===== src/pkg/bbs_pkg.sv =====
// Package: opcodes, forms, lengths and cycle counts of the bit-branch unit
package bbs_pkg;

  // ****************************************************************
  // Register map (Avalon-MM, word aligned byte addresses)
  // ****************************************************************
  localparam logic [3:0] REG_INSN     = 4'h0; // Write launches
  localparam logic [3:0] REG_OPERAND  = 4'h4; // Bit operand / flash flag
  localparam logic [3:0] REG_STATUS   = 4'h8; // Cycle count, flag word
  localparam logic [3:0] REG_PC       = 4'hc; // Next program counter
  localparam logic [3:0] REG_CONTROL  = 4'h0; // Unused alias guard

  // Field positions of REG_INSN
  localparam int INSN_OP_LSB    = 0;  // 4-bit operation
  localparam int INSN_FORM_LSB  = 4;  // 3-bit addressing form
  localparam int INSN_BIT_LSB   = 8;  // 3-bit bit number / bank n
  localparam int INSN_DISP_LSB  = 16; // 8-bit displacement
  localparam int INSN_RAM_BIT   = 24; // Fetched from internal RAM

  // Field positions of REG_OPERAND
  localparam int OPND_BYTE_LSB  = 0;  // Operand byte of the bit form
  localparam int OPND_FLASH_BIT = 8;  // Operand lies in flash
  localparam int OPND_PC_LSB    = 12; // Current PC (20 bits)

  // Reset values
  localparam logic [19:0] PC_RST   = 20'h00000;
  localparam logic [7:0]  FLAGS_RST = 8'h06;

  // Flag word bit positions
  localparam int FLG_INT_EN_BIT = 7;
  localparam int FLG_ZERO_BIT   = 6;
  localparam int FLG_BANK1_BIT  = 5;
  localparam int FLG_HALF_BIT   = 4;
  localparam int FLG_BANK0_BIT  = 3;
  localparam int FLG_CARRY_BIT  = 0;

  typedef enum logic [3:0] {
    OP_NULL      = 4'h0,
    OP_BIT_LOW   = 4'h1,
    OP_BIT_CLR   = 4'h2,
    OP_SKIP_C1   = 4'h3,
    OP_SKIP_C0   = 4'h4,
    OP_SKIP_Z1   = 4'h5,
    OP_SKIP_Z0   = 4'h6,
    OP_SKIP_HI   = 4'h7,
    OP_SKIP_NHI  = 4'h8,
    OP_BANK      = 4'h9,
    OP_INT_ALLOW = 4'ha,
    OP_INT_BLOCK = 4'hb,
    OP_HOLD      = 4'hc,
    OP_DEEP      = 4'hd
  } op_e;

  typedef enum logic [2:0] {
    FORM_SADDR = 3'h0,
    FORM_SFR   = 3'h1,
    FORM_ACC   = 3'h2,
    FORM_FLAGS = 3'h3,
    FORM_PTR   = 3'h4,
    FORM_SEG   = 3'h5
  } form_e;

  // Instruction lengths in bytes
  localparam logic [2:0] LEN_BIT_LONG  = 3'h4;
  localparam logic [2:0] LEN_BIT_SHORT = 3'h3;
  localparam logic [2:0] LEN_SKIP      = 3'h2;
  localparam logic [2:0] LEN_CTRL2     = 3'h2;
  localparam logic [2:0] LEN_INT       = 3'h3;
  localparam logic [2:0] LEN_NULL      = 3'h1;

  // Cycle counts (not met / met)
  localparam logic [4:0] CYC_BR_NO      = 5'h03;
  localparam logic [4:0] CYC_BR_YES     = 5'h05;
  localparam logic [4:0] CYC_SEG_NO     = 5'h04;
  localparam logic [4:0] CYC_SEG_YES    = 5'h06;
  localparam logic [4:0] CYC_PTR_FL_NO  = 5'h06;
  localparam logic [4:0] CYC_PTR_FL_YES = 5'h07;
  localparam logic [4:0] CYC_SEG_FL_NO  = 5'h07;
  localparam logic [4:0] CYC_SEG_FL_YES = 5'h08;
  localparam logic [4:0] CYC_ONE        = 5'h01;
  localparam logic [4:0] CYC_INT        = 5'h04;
  localparam logic [4:0] CYC_STANDBY    = 5'h03;
  localparam logic [4:0] CYC_RAM_EXTRA  = 5'h03;

  typedef struct packed {
    logic [19:0] pc;
    logic        skip;
    logic        wr_bit;
    logic [7:0]  wr_byte;
  } result_s;

endpackage


===== src/logic/bbs_unit.sv =====
// Execution unit for bit branches, skips and CPU control instructions
//
// Register access over Avalon-MM and the address map were chosen for this implementation.
`timescale 1ns/1ps
`default_nettype none
module bbs_unit (
  input  wire logic        core_clk,         // CPU clock, 100 MHz
  input  wire logic        arst_n,           // Async reset, active low
  input  wire logic [3:0]  avs_address,      // Byte address
  input  wire logic        avs_read,         // Read strobe
  input  wire logic        avs_write,        // Write strobe
  input  wire logic [31:0] avs_writedata,    // Write data
  input  wire logic [3:0]  avs_byteenable,   // Byte enables
  output logic      [31:0] avs_readdata,     // Read data
  output logic             avs_waitrequest,  // Stall
  output logic      [7:0]  program_status_word, // Flag word
  output logic             hold_req,         // Clock-hold standby request
  output logic             deep_req,         // Deep standby request
  output logic             skip_next         // Suppress next instruction
);
  import bbs_pkg::*;

  // ****************************************************************
  // Reset release
  // ****************************************************************
  logic rst_s1_q, rst_n_q;
  always_ff @(posedge core_clk or negedge arst_n) begin
    if (!arst_n) begin
      rst_s1_q <= 1'b0;
      rst_n_q  <= 1'b0;
    end else begin
      rst_s1_q <= 1'b1;
      rst_n_q  <= rst_s1_q;
    end
  end

  typedef enum logic [2:0] {
    ST_IDLE = 3'b001,
    ST_EXEC = 3'b010,
    ST_DONE = 3'b100
  } st_e;

  st_e         st_q;
  logic [31:0] insn_q;
  logic [31:0] opnd_q;
  logic [19:0] pc_q;
  logic [7:0]  flags_q;
  logic [7:0]  opbyte_q;
  logic [4:0]  cnt_q;
  logic [4:0]  cyc_q;
  logic        taken_q;

  wire op_e   op    = op_e'(insn_q[INSN_OP_LSB +: 4]);
  wire form_e form  = form_e'(insn_q[INSN_FORM_LSB +: 3]);
  wire [2:0]  bitn  = insn_q[INSN_BIT_LSB +: 3];
  wire [7:0]  disp  = insn_q[INSN_DISP_LSB +: 8];
  wire        ram_f = insn_q[INSN_RAM_BIT];
  wire        flash = opnd_q[OPND_FLASH_BIT];

  // ****************************************************************
  // Decode helpers
  // ****************************************************************
  function automatic logic [2:0] insn_len(input op_e o, input form_e f);
    unique case (o)
      OP_BIT_LOW, OP_BIT_CLR:
        insn_len = (f == FORM_ACC || f == FORM_PTR) ? LEN_BIT_SHORT
                                                     : LEN_BIT_LONG;
      OP_INT_ALLOW, OP_INT_BLOCK: insn_len = LEN_INT;
      OP_NULL:              insn_len = LEN_NULL;
      OP_BANK, OP_HOLD, OP_DEEP: insn_len = LEN_CTRL2;
      default:              insn_len = LEN_SKIP;
    endcase
  endfunction

  function automatic logic [4:0] base_cycles(input op_e o, input form_e f,
                                             input logic fl, input logic t);
    logic seg;
    seg = (f == FORM_SEG);
    unique case (o)
      OP_BIT_LOW, OP_BIT_CLR: begin
        if (seg && fl && o == OP_BIT_LOW)
          base_cycles = t ? CYC_SEG_FL_YES : CYC_SEG_FL_NO;
        else if (f == FORM_PTR && fl && o == OP_BIT_LOW)
          base_cycles = t ? CYC_PTR_FL_YES : CYC_PTR_FL_NO;
        else if (seg)
          base_cycles = t ? CYC_SEG_YES : CYC_SEG_NO;
        else
          base_cycles = t ? CYC_BR_YES : CYC_BR_NO;
      end
      OP_INT_ALLOW, OP_INT_BLOCK: base_cycles = CYC_INT;
      OP_HOLD, OP_DEEP:     base_cycles = CYC_STANDBY;
      default:              base_cycles = CYC_ONE;
    endcase
  endfunction

  // Bit under test, taken from operand byte or flag word
  wire [7:0] src_byte = (form == FORM_FLAGS) ? flags_q : opbyte_q;
  wire       tbit     = src_byte[bitn];
  wire       z_f      = flags_q[FLG_ZERO_BIT];
  wire       carry_f  = flags_q[FLG_CARRY_BIT];

  logic cond;
  always_comb begin
    unique case (op)
      OP_BIT_LOW:  cond = ~tbit;
      OP_BIT_CLR:  cond = tbit;
      OP_SKIP_C1:  cond = carry_f;
      OP_SKIP_C0:  cond = ~carry_f;
      OP_SKIP_Z1:  cond = z_f;
      OP_SKIP_Z0:  cond = ~z_f;
      OP_SKIP_HI:  cond = ~(z_f | carry_f);
      OP_SKIP_NHI: cond = z_f | carry_f;
      default:     cond = 1'b0;
    endcase
  end

  wire       is_br  = (op == OP_BIT_LOW) || (op == OP_BIT_CLR);
  wire       is_sk  = (op >= OP_SKIP_C1) && (op <= OP_SKIP_NHI);
  wire [4:0] cyc0   = base_cycles(op, form, flash, cond);
  // RAM fetch worst case: twice the count plus three
  wire [4:0] cyc_d  = ram_f ? 5'((cyc0 << 1) + CYC_RAM_EXTRA) : cyc0;
  wire [19:0] seq_pc = pc_q + 20'(insn_len(op, form));
  wire [19:0] br_pc  = seq_pc + {{12{disp[7]}}, disp};

  // ****************************************************************
  // Bus slave
  // ****************************************************************
  wire busy     = st_q != ST_IDLE;

  always_ff @(posedge core_clk or negedge arst_n) begin
    if (!arst_n) begin
      avs_waitrequest <= 1'b1;
      avs_readdata    <= 32'h0;
    end else if (!rst_n_q) begin
      avs_waitrequest <= 1'b1;
      avs_readdata    <= 32'h0;
    end else if ((avs_read || avs_write) && avs_waitrequest) begin
      // Instruction writes wait while a prior one executes
      avs_waitrequest <= avs_write && avs_address == REG_INSN && busy;
      unique case (avs_address)
        REG_INSN:    avs_readdata <= insn_q;
        REG_OPERAND: avs_readdata <= opnd_q;
        REG_STATUS:  avs_readdata <= {19'h0, cyc_q, flags_q};
        REG_PC:      avs_readdata <= {12'h0, pc_q};
        default:     avs_readdata <= 32'h0;
      endcase
    end else begin
      avs_waitrequest <= 1'b1;
    end
  end

  wire acc_ok = !avs_waitrequest && (avs_read || avs_write);

  // ****************************************************************
  // Sequencer
  // ****************************************************************
  always_ff @(posedge core_clk or negedge arst_n) begin
    if (!arst_n) begin
      st_q    <= ST_IDLE;
      cnt_q   <= 5'h0;
      cyc_q   <= 5'h0;
      taken_q <= 1'b0;
      insn_q  <= 32'h0;
    end else if (!rst_n_q) begin
      st_q    <= ST_IDLE;
      cnt_q   <= 5'h0;
    end else begin
      unique case (st_q)
        ST_IDLE: if (acc_ok && avs_write && avs_address == REG_INSN) begin
          insn_q <= avs_writedata;
          st_q   <= ST_EXEC;
        end
        ST_EXEC: begin
          taken_q <= cond;
          cyc_q   <= cyc_d;
          cnt_q   <= cyc_d - 5'h1;
          st_q    <= (cyc_d == CYC_ONE) ? ST_IDLE : ST_DONE;
        end
        ST_DONE: begin
          cnt_q <= cnt_q - 5'h1;
          if (cnt_q == 5'h1)
            st_q <= ST_IDLE;
        end
      endcase
    end
  end

  // ****************************************************************
  // Architectural state
  // ****************************************************************
  always_ff @(posedge core_clk or negedge arst_n) begin
    if (!arst_n) begin
      opnd_q   <= 32'h0;
      opbyte_q <= 8'h0;
    end else if (acc_ok && avs_write && avs_address == REG_OPERAND) begin
      opnd_q   <= avs_writedata;
      opbyte_q <= avs_writedata[OPND_BYTE_LSB +: 8];
    end else if (st_q == ST_EXEC && op == OP_BIT_CLR && cond &&
                 form != FORM_FLAGS) begin
      opbyte_q <= opbyte_q & ~(8'h1 << bitn);
      opnd_q[OPND_BYTE_LSB +: 8] <= opbyte_q & ~(8'h1 << bitn);
    end
  end

  always_ff @(posedge core_clk or negedge arst_n) begin
    if (!arst_n) begin
      pc_q <= PC_RST;
    end else if (st_q == ST_IDLE && acc_ok && avs_write &&
                 avs_address == REG_OPERAND) begin
      pc_q <= avs_writedata[OPND_PC_LSB +: 20];
    end else if (st_q == ST_EXEC) begin
      pc_q <= (is_br && cond) ? br_pc : seq_pc;
    end
  end

  always_ff @(posedge core_clk or negedge arst_n) begin
    if (!arst_n) begin
      flags_q <= FLAGS_RST;
    end else if (acc_ok && avs_write && avs_address == REG_STATUS) begin
      flags_q <= avs_writedata[7:0];
    end else if (st_q == ST_EXEC) begin
      unique case (op)
        OP_BIT_CLR: if (cond && form == FORM_FLAGS)
          flags_q[bitn] <= 1'b0;
        OP_BANK: begin
          flags_q[FLG_BANK1_BIT] <= bitn[1];
          flags_q[FLG_BANK0_BIT] <= bitn[0];
        end
        OP_INT_ALLOW: flags_q[FLG_INT_EN_BIT] <= 1'b1;
        OP_INT_BLOCK: flags_q[FLG_INT_EN_BIT] <= 1'b0;
        default: ;
      endcase
    end
  end

  always_ff @(posedge core_clk or negedge arst_n) begin
    if (!arst_n) begin
      hold_req            <= 1'b0;
      deep_req            <= 1'b0;
      skip_next           <= 1'b0;
      program_status_word <= FLAGS_RST;
    end else begin
      program_status_word <= flags_q;
      if (st_q == ST_EXEC) begin
        hold_req  <= op == OP_HOLD;
        deep_req  <= op == OP_DEEP;
        skip_next <= is_sk && cond;
      end
    end
  end
endmodule
`default_nettype wire


===== config.mk =====
export PLATFORM = sky130hd
export DESIGN_NAME = bbs_unit
export DESIGN_NICKNAME = d
export VERILOG_FILES = /design/src/pkg/bbs_pkg.sv /design/src/logic/bbs_unit.sv
export SDC_FILE = /design/constraint.sdc
export NUM_CORES = 1
export LEC_CHECK = 0
export BUFFER_PORTS_ARGS = -buffer_cell sky130_fd_sc_hd__buf_2
export CORE_MARGIN = 1.5
export CORE_UTILIZATION = 50
export CTS_CLUSTER_SIZE = 25
export DETAILED_ROUTE_END_ITERATION = 8
export PLACE_DENSITY = 0.79
export SLEW_MARGIN = 20
export SYNTH_ARGS = -nofsm -noshare
export SYNTH_HDL_FRONTEND = slang
export SYNTH_SLANG_ARGS = --single-unit

===== constraint.sdc =====
create_clock -name core_clk -period 4.4 [get_ports core_clk]
set_input_delay 0.44 -clock core_clk [delete_from_list [all_inputs] [get_ports core_clk]]
set_output_delay 0.44 -clock core_clk [all_outputs]
set_load 0.02 [all_outputs]

# Word level (Yosys, flattened, before mapping)
# Index checks and enable logic that the tools add are counted.
totals:
  latch_bits: 0
  mem_bits_ro: 0
  mem_bits_rw: 0
  in_bits: 44
  memories: 0
  register_bits: 151
op_classes:
  reduce_logical: 45
  multipliers: 0
  n_div: 0
  n_eq_ne: 32
  add_sub_neg: 5
  shifts: 1
  magnitude_cmp: 4
  muxes: 43
  bitwise_logic: 9
op_table:
  columns: ["operator", "count"]
  rows:
  - ["$pmux W32 S4", 1]
  - ["$mux W32", 2]
  - ["$mux W20", 3]
  - ["$mux W8", 6]
  - ["$eq A4 B4 Y1 const B", 8]
  - ["$mux W3", 9]
  - ["$logic_and A1 B1 Y1", 23]
  - ["$add A20 B20 Y20", 1]
  - ["$add A20 B3 Y20", 1]
  - ["$eq A4 B3 Y1 const B", 5]
  - ["$pmux W3 S3", 2]
  - ["$and A8 B8 Y8", 2]
  - ["$not A8 Y8", 2]
  - ["$pmux W5 S3", 1]
  - ["$reduce_and A3 Y1", 4]
  - ["$eq A5 B1 Y1 const B", 2]
  - ["$mux W5", 2]
  - ["$pmux W5 S2", 1]
  - ["$reduce_bool A2 Y1", 5]
  - ["$sub A5 B1 Y5 const B", 2]
  - ["$eq A3 B2 Y1 const B", 3]
  - ["$eq A3 B3 Y1 const B", 3]
  - ["$ne A3 B1 Y1 const B", 3]
  - ["$eq A4 B2 Y1 const B", 2]
  - ["other kinds (28)", 46]

# Logic depth before layout (Yosys ltp)
# Gate-level depths: netlist (run 1).
logic_depth:
  ltp_word: 17
  depth_mapped: 23

# Least setup slack after synthesis (run 1)
# No wires, ideal clock.
synth_timing:
  kind: "register to register"
  start: "register insn_q[5]"
  end: "register pc_q[18]"
  t_arrival_ns: 4.277
  setup_slack_ns: -0.003
  setup_time_ns: 0.126
  required_time_ns: 4.274
  synth_period_minus_slack_ns: 4.403
  stages_incl_launch_ff: 24
  path_cell_list: "dfrtp_1 > nand2b_1 > a21o_1 > a21oi_1 > nand2_1 > a21oi_1 > ha_1 > inv_1 > fa_1 > inv_1 > a21o_1 > nor2b_1 > nand4_1 > xnor2_1 > ha_1 > a21oi_1 > o21ai_0 > or3_1 > a31oi_1 > o31ai_1 > o41ai_1 > xor2_1 > o21ai_0 > a221o_1"
synth_between:
  elab_chain_cells: 10
synth_lines:
  columns: ["element", "line", "rtl"]
  rows:
  - ["start, declared", "bbs_unit.sv:44", "logic [31:0] insn_q;"]
  - ["start signal, assigned", "bbs_unit.sv:170", "insn_q <= avs_writedata;"]
  - ["parallel branches: the longest is 7 deep, another holds $add A20 B3 Y20", null, null]
  - ["$mux W20 *", "bbs_unit.sv:212", "pc_q <= (is_br && cond) ? br_pc : seq_pc;"]
  - ["$mux W20 *", "bbs_unit.sv:211", "end else if (st_q == ST_EXEC) begin"]
  - ["$mux W20 *", "bbs_unit.sv:208", "end else if (st_q == ST_IDLE && acc_ok && avs_write &&"]
  - ["end signal, assigned", "bbs_unit.sv:210", "pc_q <= avs_writedata[OPND_PC_LSB +: 20];"]
  - ["end signal, assigned", "bbs_unit.sv:212", null]
  - ["end, declared", "bbs_unit.sv:46", "logic [19:0] pc_q;"]
# Mark *: on every way between the ends. The select of a mux whose other input is x is not followed.
# A chain may end at the register's enable or synchronous reset.

# Worst setup path after layout (run 1)
layout_timing:
  start: "register insn_q[6]"
  end: "register pc_q[18]"
# The elaborated chain is that of the path after synthesis.

==> results of run 1 <==
## worst max-delay path, cell delays in order (launching register included)
cell      delay, ns
dfrtp_1        0.38
buf_6          0.12
nand2b_4       0.05
a21o_1         0.21
a21oi_1        0.13
nand2_1        0.08
a21oi_2        0.12
ha_2           0.19
inv_2          0.04
fa_2           0.35
inv_2          0.06
a21o_1         0.14
nor2b_4        0.17
nand4_1        0.19
xnor2_2        0.30
ha_4           0.27
a21oi_4        0.13
o21ai_2        0.08
or3_4          0.39
a31oi_4        0.19
o31ai_2        0.09
o41ai_2        0.32
xor2_1         0.18
o21ai_1        0.07
a221o_1        0.30
## path summary, 6_finish.rpt
kind                                    to  depth (start not counted)
worst max-delay path              pc_q[18]                         24
worst min-delay path            opnd_q[11]                          3
worst max register to register    pc_q[18]                         24
worst min register to register     rst_n_q                          0
max in group asynchronous       insn_q[21]                          3
min in group asynchronous         deep_req                          2
## flip-flops by register name (all words and copies together) (netlist names)
signal               count
avs_readdata            32
avs_waitrequest          1
cnt_q                    5
cyc_q                    5
deep_req                 1
flags_q                  8
hold_req                 1
insn_q                  32
opbyte_q                 8
opnd_q                  24
pc_q                    20
program_status_word      8
rst_n_q                  1
rst_s1_q                 1
skip_next                1
st_q                     3
## power breakdown
| group | switching (mW) | total (mW) | internal (mW) |
|---|---|---|---|
| logic | 1.11 | 2.12 | 1.01 |
| clock network | 0.572 | 1.45 | 0.880 |
| registers | 0.299 | 1.89 | 1.60 |
| total | 1.98 | 5.47 | 3.48 |
## through the flow
stage	instances	utilization	hold WS, ns	cell area (um2)
4_1_cts	1261	0.609	0.232	10100
3_5_place_dp	1221	0.564	0.347	9390
6_report	1273	0.628	0.230	10500
5_1_grt	1272	0.628	0.240	10500
2_1_floorplan	927	-	0.144	8550
3_3_place_gp	1221	0.564	0.332	9390
## final cells by class
cell class | instances | area share
Antenna cell | 1 | 0.000239
Clock buffer | 25 | 0.0503
Clock inverter | 7 | 0.00634
Inverter | 21 | 0.00754
Multi-Input combinational cell | 698 | 0.457
Sequential cell | 151 | 0.362
Tap cell | 220 | 0.0263
Timing Repair Buffer | 150 | 0.0898
## cells by family after synthesis
| kind of cell | share of synthesized area |
|---|---|
| mux | 0.0572 |
| buf+inv | 0.0371 |
| other cells | 0.000440 |
| fa+ha+maj | 0.0455 |
| flops | 0.444 |
| simple gates | 0.170 |
| compound gates | 0.207 |
| xor+xnor | 0.0390 |
## per-layer routing
layer,wire (um),part of all wire
met1,10400,0.40
met2,11900,0.45
met3,2790,0.11
met4,1240,0.047
met5,0,0
## what timing repair did
action / in CTS / in global routing
pin swaps: 15 / 29
hold endpoints to repair: 7 / 0
endpoints found under the setup margin: 5 / 11
gates resized for setup: 20 / 50
buffers inserted: 7 / 11
hold buffers: 1 / 0
## placed cells by master, fill, tap and decap left out, types with 9 or more instances in the layout
cell / synthesis / layout
xor2_1: 14 / 13
a21oi_1: 42 / 32
a22o_1: 20 / 20
ha_1: 27 / 21
nand3_1: 10 / 10
nor2_1: 53 / 50
buf_2: 1 / 82
clkbuf_16: 0 / 17
dfrtp_1: 145 / 145
a221oi_1: 15 / 15
mux2_2: 33 / 33
o21ai_0: 94 / 85
xnor2_1: 24 / 17
nand2_1: 173 / 173
a21oi_2: 0 / 9
buf_4: 0 / 63
a22oi_1: 29 / 29
inv_1: 20 / 18
nand4_1: 15 / 15
==> results.cfg, run 1 <==
[setup_path]
critPathLaunchType = register
r2r-start = insn_q[6]
cp-startpoint = insn_q[6]
critPathKind = register to register
cp_max_fo = 4
cp.arrival_ns = 4.97
rrSetupSlack_ns = -0.26
endpoint_kind = register
cp.required_ns = 4.71

[floorplan]
die_h_um = 134
initial_core_util = 0.513
dieArea_um2 = 17900
coreArea_um2 = 16600
ioPinCount = 88
die_x_um = 134
rows = 47

[timing]
worst_pin_slew_ns = 1.14
finalSetupViolations = 5
grt_setup_unrepaired = true
setup_slack_ns = -0.258
hold_viol = 0
tns_ns = -0.836
fmaxAchievable_mhz = 215
fin_skew_ns = 0.00834
slew_violations = 0
min_period_ns = 4.66
period_share = 1.06
slew_headroom = 0.243

[yosys]
synth.area.top_cells = dfrtp_1, nand2_1, o21ai_0
syn_inst = 927
syn_nets = 1000
yosysUniqueCellTypes = 75
synth_top_area_frac = 0.425
yosys.area.top_type = dfrtp_1
ys_top_cells_by_count = nand2_1, dfrtp_1, o21ai_0
synth-edff-count = 0
synth_most_common_cell = nand2_1
synth_seq_area_share = 0.444
ys_ff_latch = 151
async_reset_ff_frac = 1.00
ys.flop_type = dfrtp_1
syn-mean-instance-area_um2 = 9.20
synthesis.area_um2 = 8530
yosysWarnings = 0

[min_path]
hp-start = avs_writedata[11]
hp-class = input port to register

[cells_and_area]
fin_nets = 1112
area_growth_pct = 22.5
seqCellArea_um2 = 3790
multi_input_area_um2 = 4780
fill_cells = 1273
layout-drive-gt1-share = 0.279

[clock_tree]
cts_tree = done
clkTransAtPathRegs_ns = 0.06
cts_inserted_buffers = 17
clock-sinks = 151
clockBufferDepth = 2
cts-root-buf = clkbuf_16
cts_max_level = 4
clock_latency_ns = 0.44

[global_routing]
grtUsageMet2 = 0.434
overflow = 0
gr-max-usage-layer = met2
grtUsageTotal = 0.283
use_met3 = 0.0571
antenna_found_initial = 0
grt_pass1_wl_um = 39500
gr-usage-met1 = 0.393
grt_max_degree = 63
grt_pass1_vias = 7419

[drt]
vias = 8147
dr.first_iter.drc_count = 844
ant_nets = 0
viasPerCell = 6.40
routed_wl_um = 26300
wire_per_inst_um = 20.7
dr.pass1.iters = 6
route.detailed.drc = 0

[run_status]
violations = setup timing
status = finished with violations

[place]
gp_congestion = 0.953
io_buffers = 83
dp_slack_ns = -0.357
dp_hpwl_um = 16700

[pwr]
power_mw = 5.47
max-vdd-ir-drop_mv = 0.306
leakage_nw = 4.83
power_density_nw_per_um2 = 523

[job]
drv_cap = 0
(Power assumes the default switching activity.)
==> inputs of run 2 (changes only) <==
- PLACE_DENSITY: 0.79 -> 0.76
- clock period: 4.4 -> 4.7 ns (I/O delays scaled with it)
==> results.cfg, run 2 (synthesis gave the netlist of run 1 again) <==
[global_routing]
grt_pass1_wl_um = 38500
gr-max-usage-layer = met2
use_met3 = 0.0544
grtUsageTotal = 0.278
gr-usage-met1 = 0.396
overflow = 0
grt_pass1_vias = 7082
grtUsageMet2 = 0.427
grt_max_degree = 56
antenna_found_initial = 0

[drt]
dr.first_iter.drc_count = 768
vias = 7530
viasPerCell = 6.11
ant_nets = 0
route.detailed.drc = 0
dr.pass1.iters = 5
routed_wl_um = 24000
wire_per_inst_um = 19.5

[setup_path]
critPathKind = register to register
cp.arrival_ns = 5.08
cpPeakStageDelay_ns = 0.42
critPathSlowestCell = dfrtp_1
cp_max_fo = 4
crit_path_frequent_cell = o21ai_1
path_cells = nand2b_4 -> a21o_1 -> nor2_1 -> o21ai_1 -> a21oi_2 -> ha_2 -> inv_2 -> fa_2 -> inv_2 -> a21o_1 -> nor2b_4 -> nand4_1 -> xnor2_2 -> ha_4 -> a21oi_2 -> o21ai_1 -> or3_1 -> a31oi_2 -> o31ai_2 -> o41ai_2 -> xor2_1 -> o21ai_1 -> a221o_1
critPathLaunchType = register
cp.required_ns = 5.02
endpoint_kind = register

[cells_and_area]
reg.largest.list = avs_readdata (32), insn_q (32), opnd_q (24)
layout-drive-gt1-share = 0.216
area_growth_pct = 15.8
fin_nets = 1072
mostFrequentLayoutCells = nand2_1, dfrtp_1, o21ai_0, buf_2, nor2_1
final_area_um2 = 9880
fin_cells = 1232
layout_commonest_cell = nand2_1
insertedDiodeCount = 0

[pwr]
power_density_nw_per_um2 = 462
max-vdd-ir-drop_mv = 0.307
leakage_nw = 4.54

[timing]
grt_setup_unrepaired = true
worst_pin_slew_ns = 1.10
fin_skew_ns = 0.00884
min_period_ns = 4.76
fmaxAchievable_mhz = 210
slew_violations = 0
hold_viol = 0
finalSetupViolations = 1
setup_slack_ns = -0.0590
slew_headroom = 0.265
period_share = 1.01

[job]
drv_cap = 0

[clock_tree]
clkTransAtPathRegs_ns = 0.06
cts_max_level = 4
cts_inserted_buffers = 17
cts_tree = done
clock_latency_ns = 0.44
cts-root-buf = clkbuf_16
clockBufferDepth = 2
clock-sinks = 151

[floorplan]
initial_core_util = 0.513
coreArea_um2 = 16600
ioPinCount = 88
dieArea_um2 = 17900
die_x_um = 134
die_h_um = 134
rows = 47

[place]
dp_hpwl_um = 16300
gp_congestion = 0.950
io_buffers = 83
dp_slack_ns = -0.115
dp_cells = 1196
place_area_um2 = 9180

[min_path]
hp-class = input port to register

[run_status]
status = finished with violations
violations = setup timing
run 2: changes by cell type in the layout (fill, tap and decap cells not counted), sizes merged:
cell | before | now
diode | 1 | 0
clkbuf | 25 | 24
clkinvlp | 1 | 2
buf | 149 | 109
run 2: path summary, 6_finish.rpt:
| path | startpoint | endpoint | slack [ns] | cells after the start |
|---|---|---|---|---|
| setup / recovery | insn_q[6] | pc_q[18] | -0.06 | 23 |
| hold / removal | avs_writedata[9] | opnd_q[9] | 0.25 | 3 |
| setup reg to reg | insn_q[6] | pc_q[18] | -0.06 | 23 |
| hold reg to reg | rst_s1_q | rst_n_q | 0.36 | 0 |
| max in group asynchronous | arst_n | avs_readdata[31] | 3.12 | 3 |
| min in group asynchronous | arst_n | hold_req | 0.52 | 2 |
run 2: layout make-up:
cell class | count | area, um2
clock buffers | 24 | 462
inverters | 21 | 78.8
clock inverters | 8 | 77.6
fillers | 1386 | 6760
multi-input cells | 698 | 4580
well taps | 220 | 275
repair buffers | 110 | 627
flip-flops and latches | 151 | 3790
run 2: timing repair:
| action | 4_1_cts | 5_1_grt |
|---|---|---|
| pin swaps | 0 | 10 |
| setup buffers | 0 | 3 |
| gates resized for setup | 1 | 27 |
| endpoints found under the hold margin | 45 | 0 |
| setup endpoints to repair | 1 | 7 |
| hold buffers | 1 | 0 |
run 2: worst max-delay path: cells and delay by family (launching register included):
| kind | cells | cell delay, ns |
|---|---|---|
| adders and majority gates | 3 | 0.81 |
| DFF | 1 | 0.42 |
| and+or+nand+nor | 5 | 0.91 |
| AOI/OAI and AO/OA | 11 | 1.92 |
| xor gates and xnor gates | 2 | 0.50 |
| buffers and inverters | 2 | 0.09 |
run 2: report_power, final:
| part | internal (mW) | leakage [nW] | switching [mW] | total [mW] |
|---|---|---|---|---|
| combinational | 0.689 | 2.34 | 0.823 | 1.51 |
| clock | 0.740 | 0.258 | 0.548 | 1.29 |
| sequential | 1.49 | 1.95 | 0.277 | 1.77 |
| total | 2.92 | 4.54 | 1.65 | 4.57 |
run 2: layer usage:
layer / vias up / wire, um
met4: 0 / 500
met3: 46 / 1780
met5: - / 0
met2: 321 / 11000
met1: 3681 / 10700
li1: 3482 / -
run 2: stage by stage:
stage	utilization	power (mW)	hold WS [ns]	setup TNS, ns
floorplan	-	2.75	0.174	0
finish	0.594	4.57	0.254	-0.0590
global route	0.594	4.82	0.246	-0.478
CTS	0.585	4.44	0.245	0
detailed placement	0.551	3.15	0.353	-0.115
global placement	0.551	3.10	0.332	0
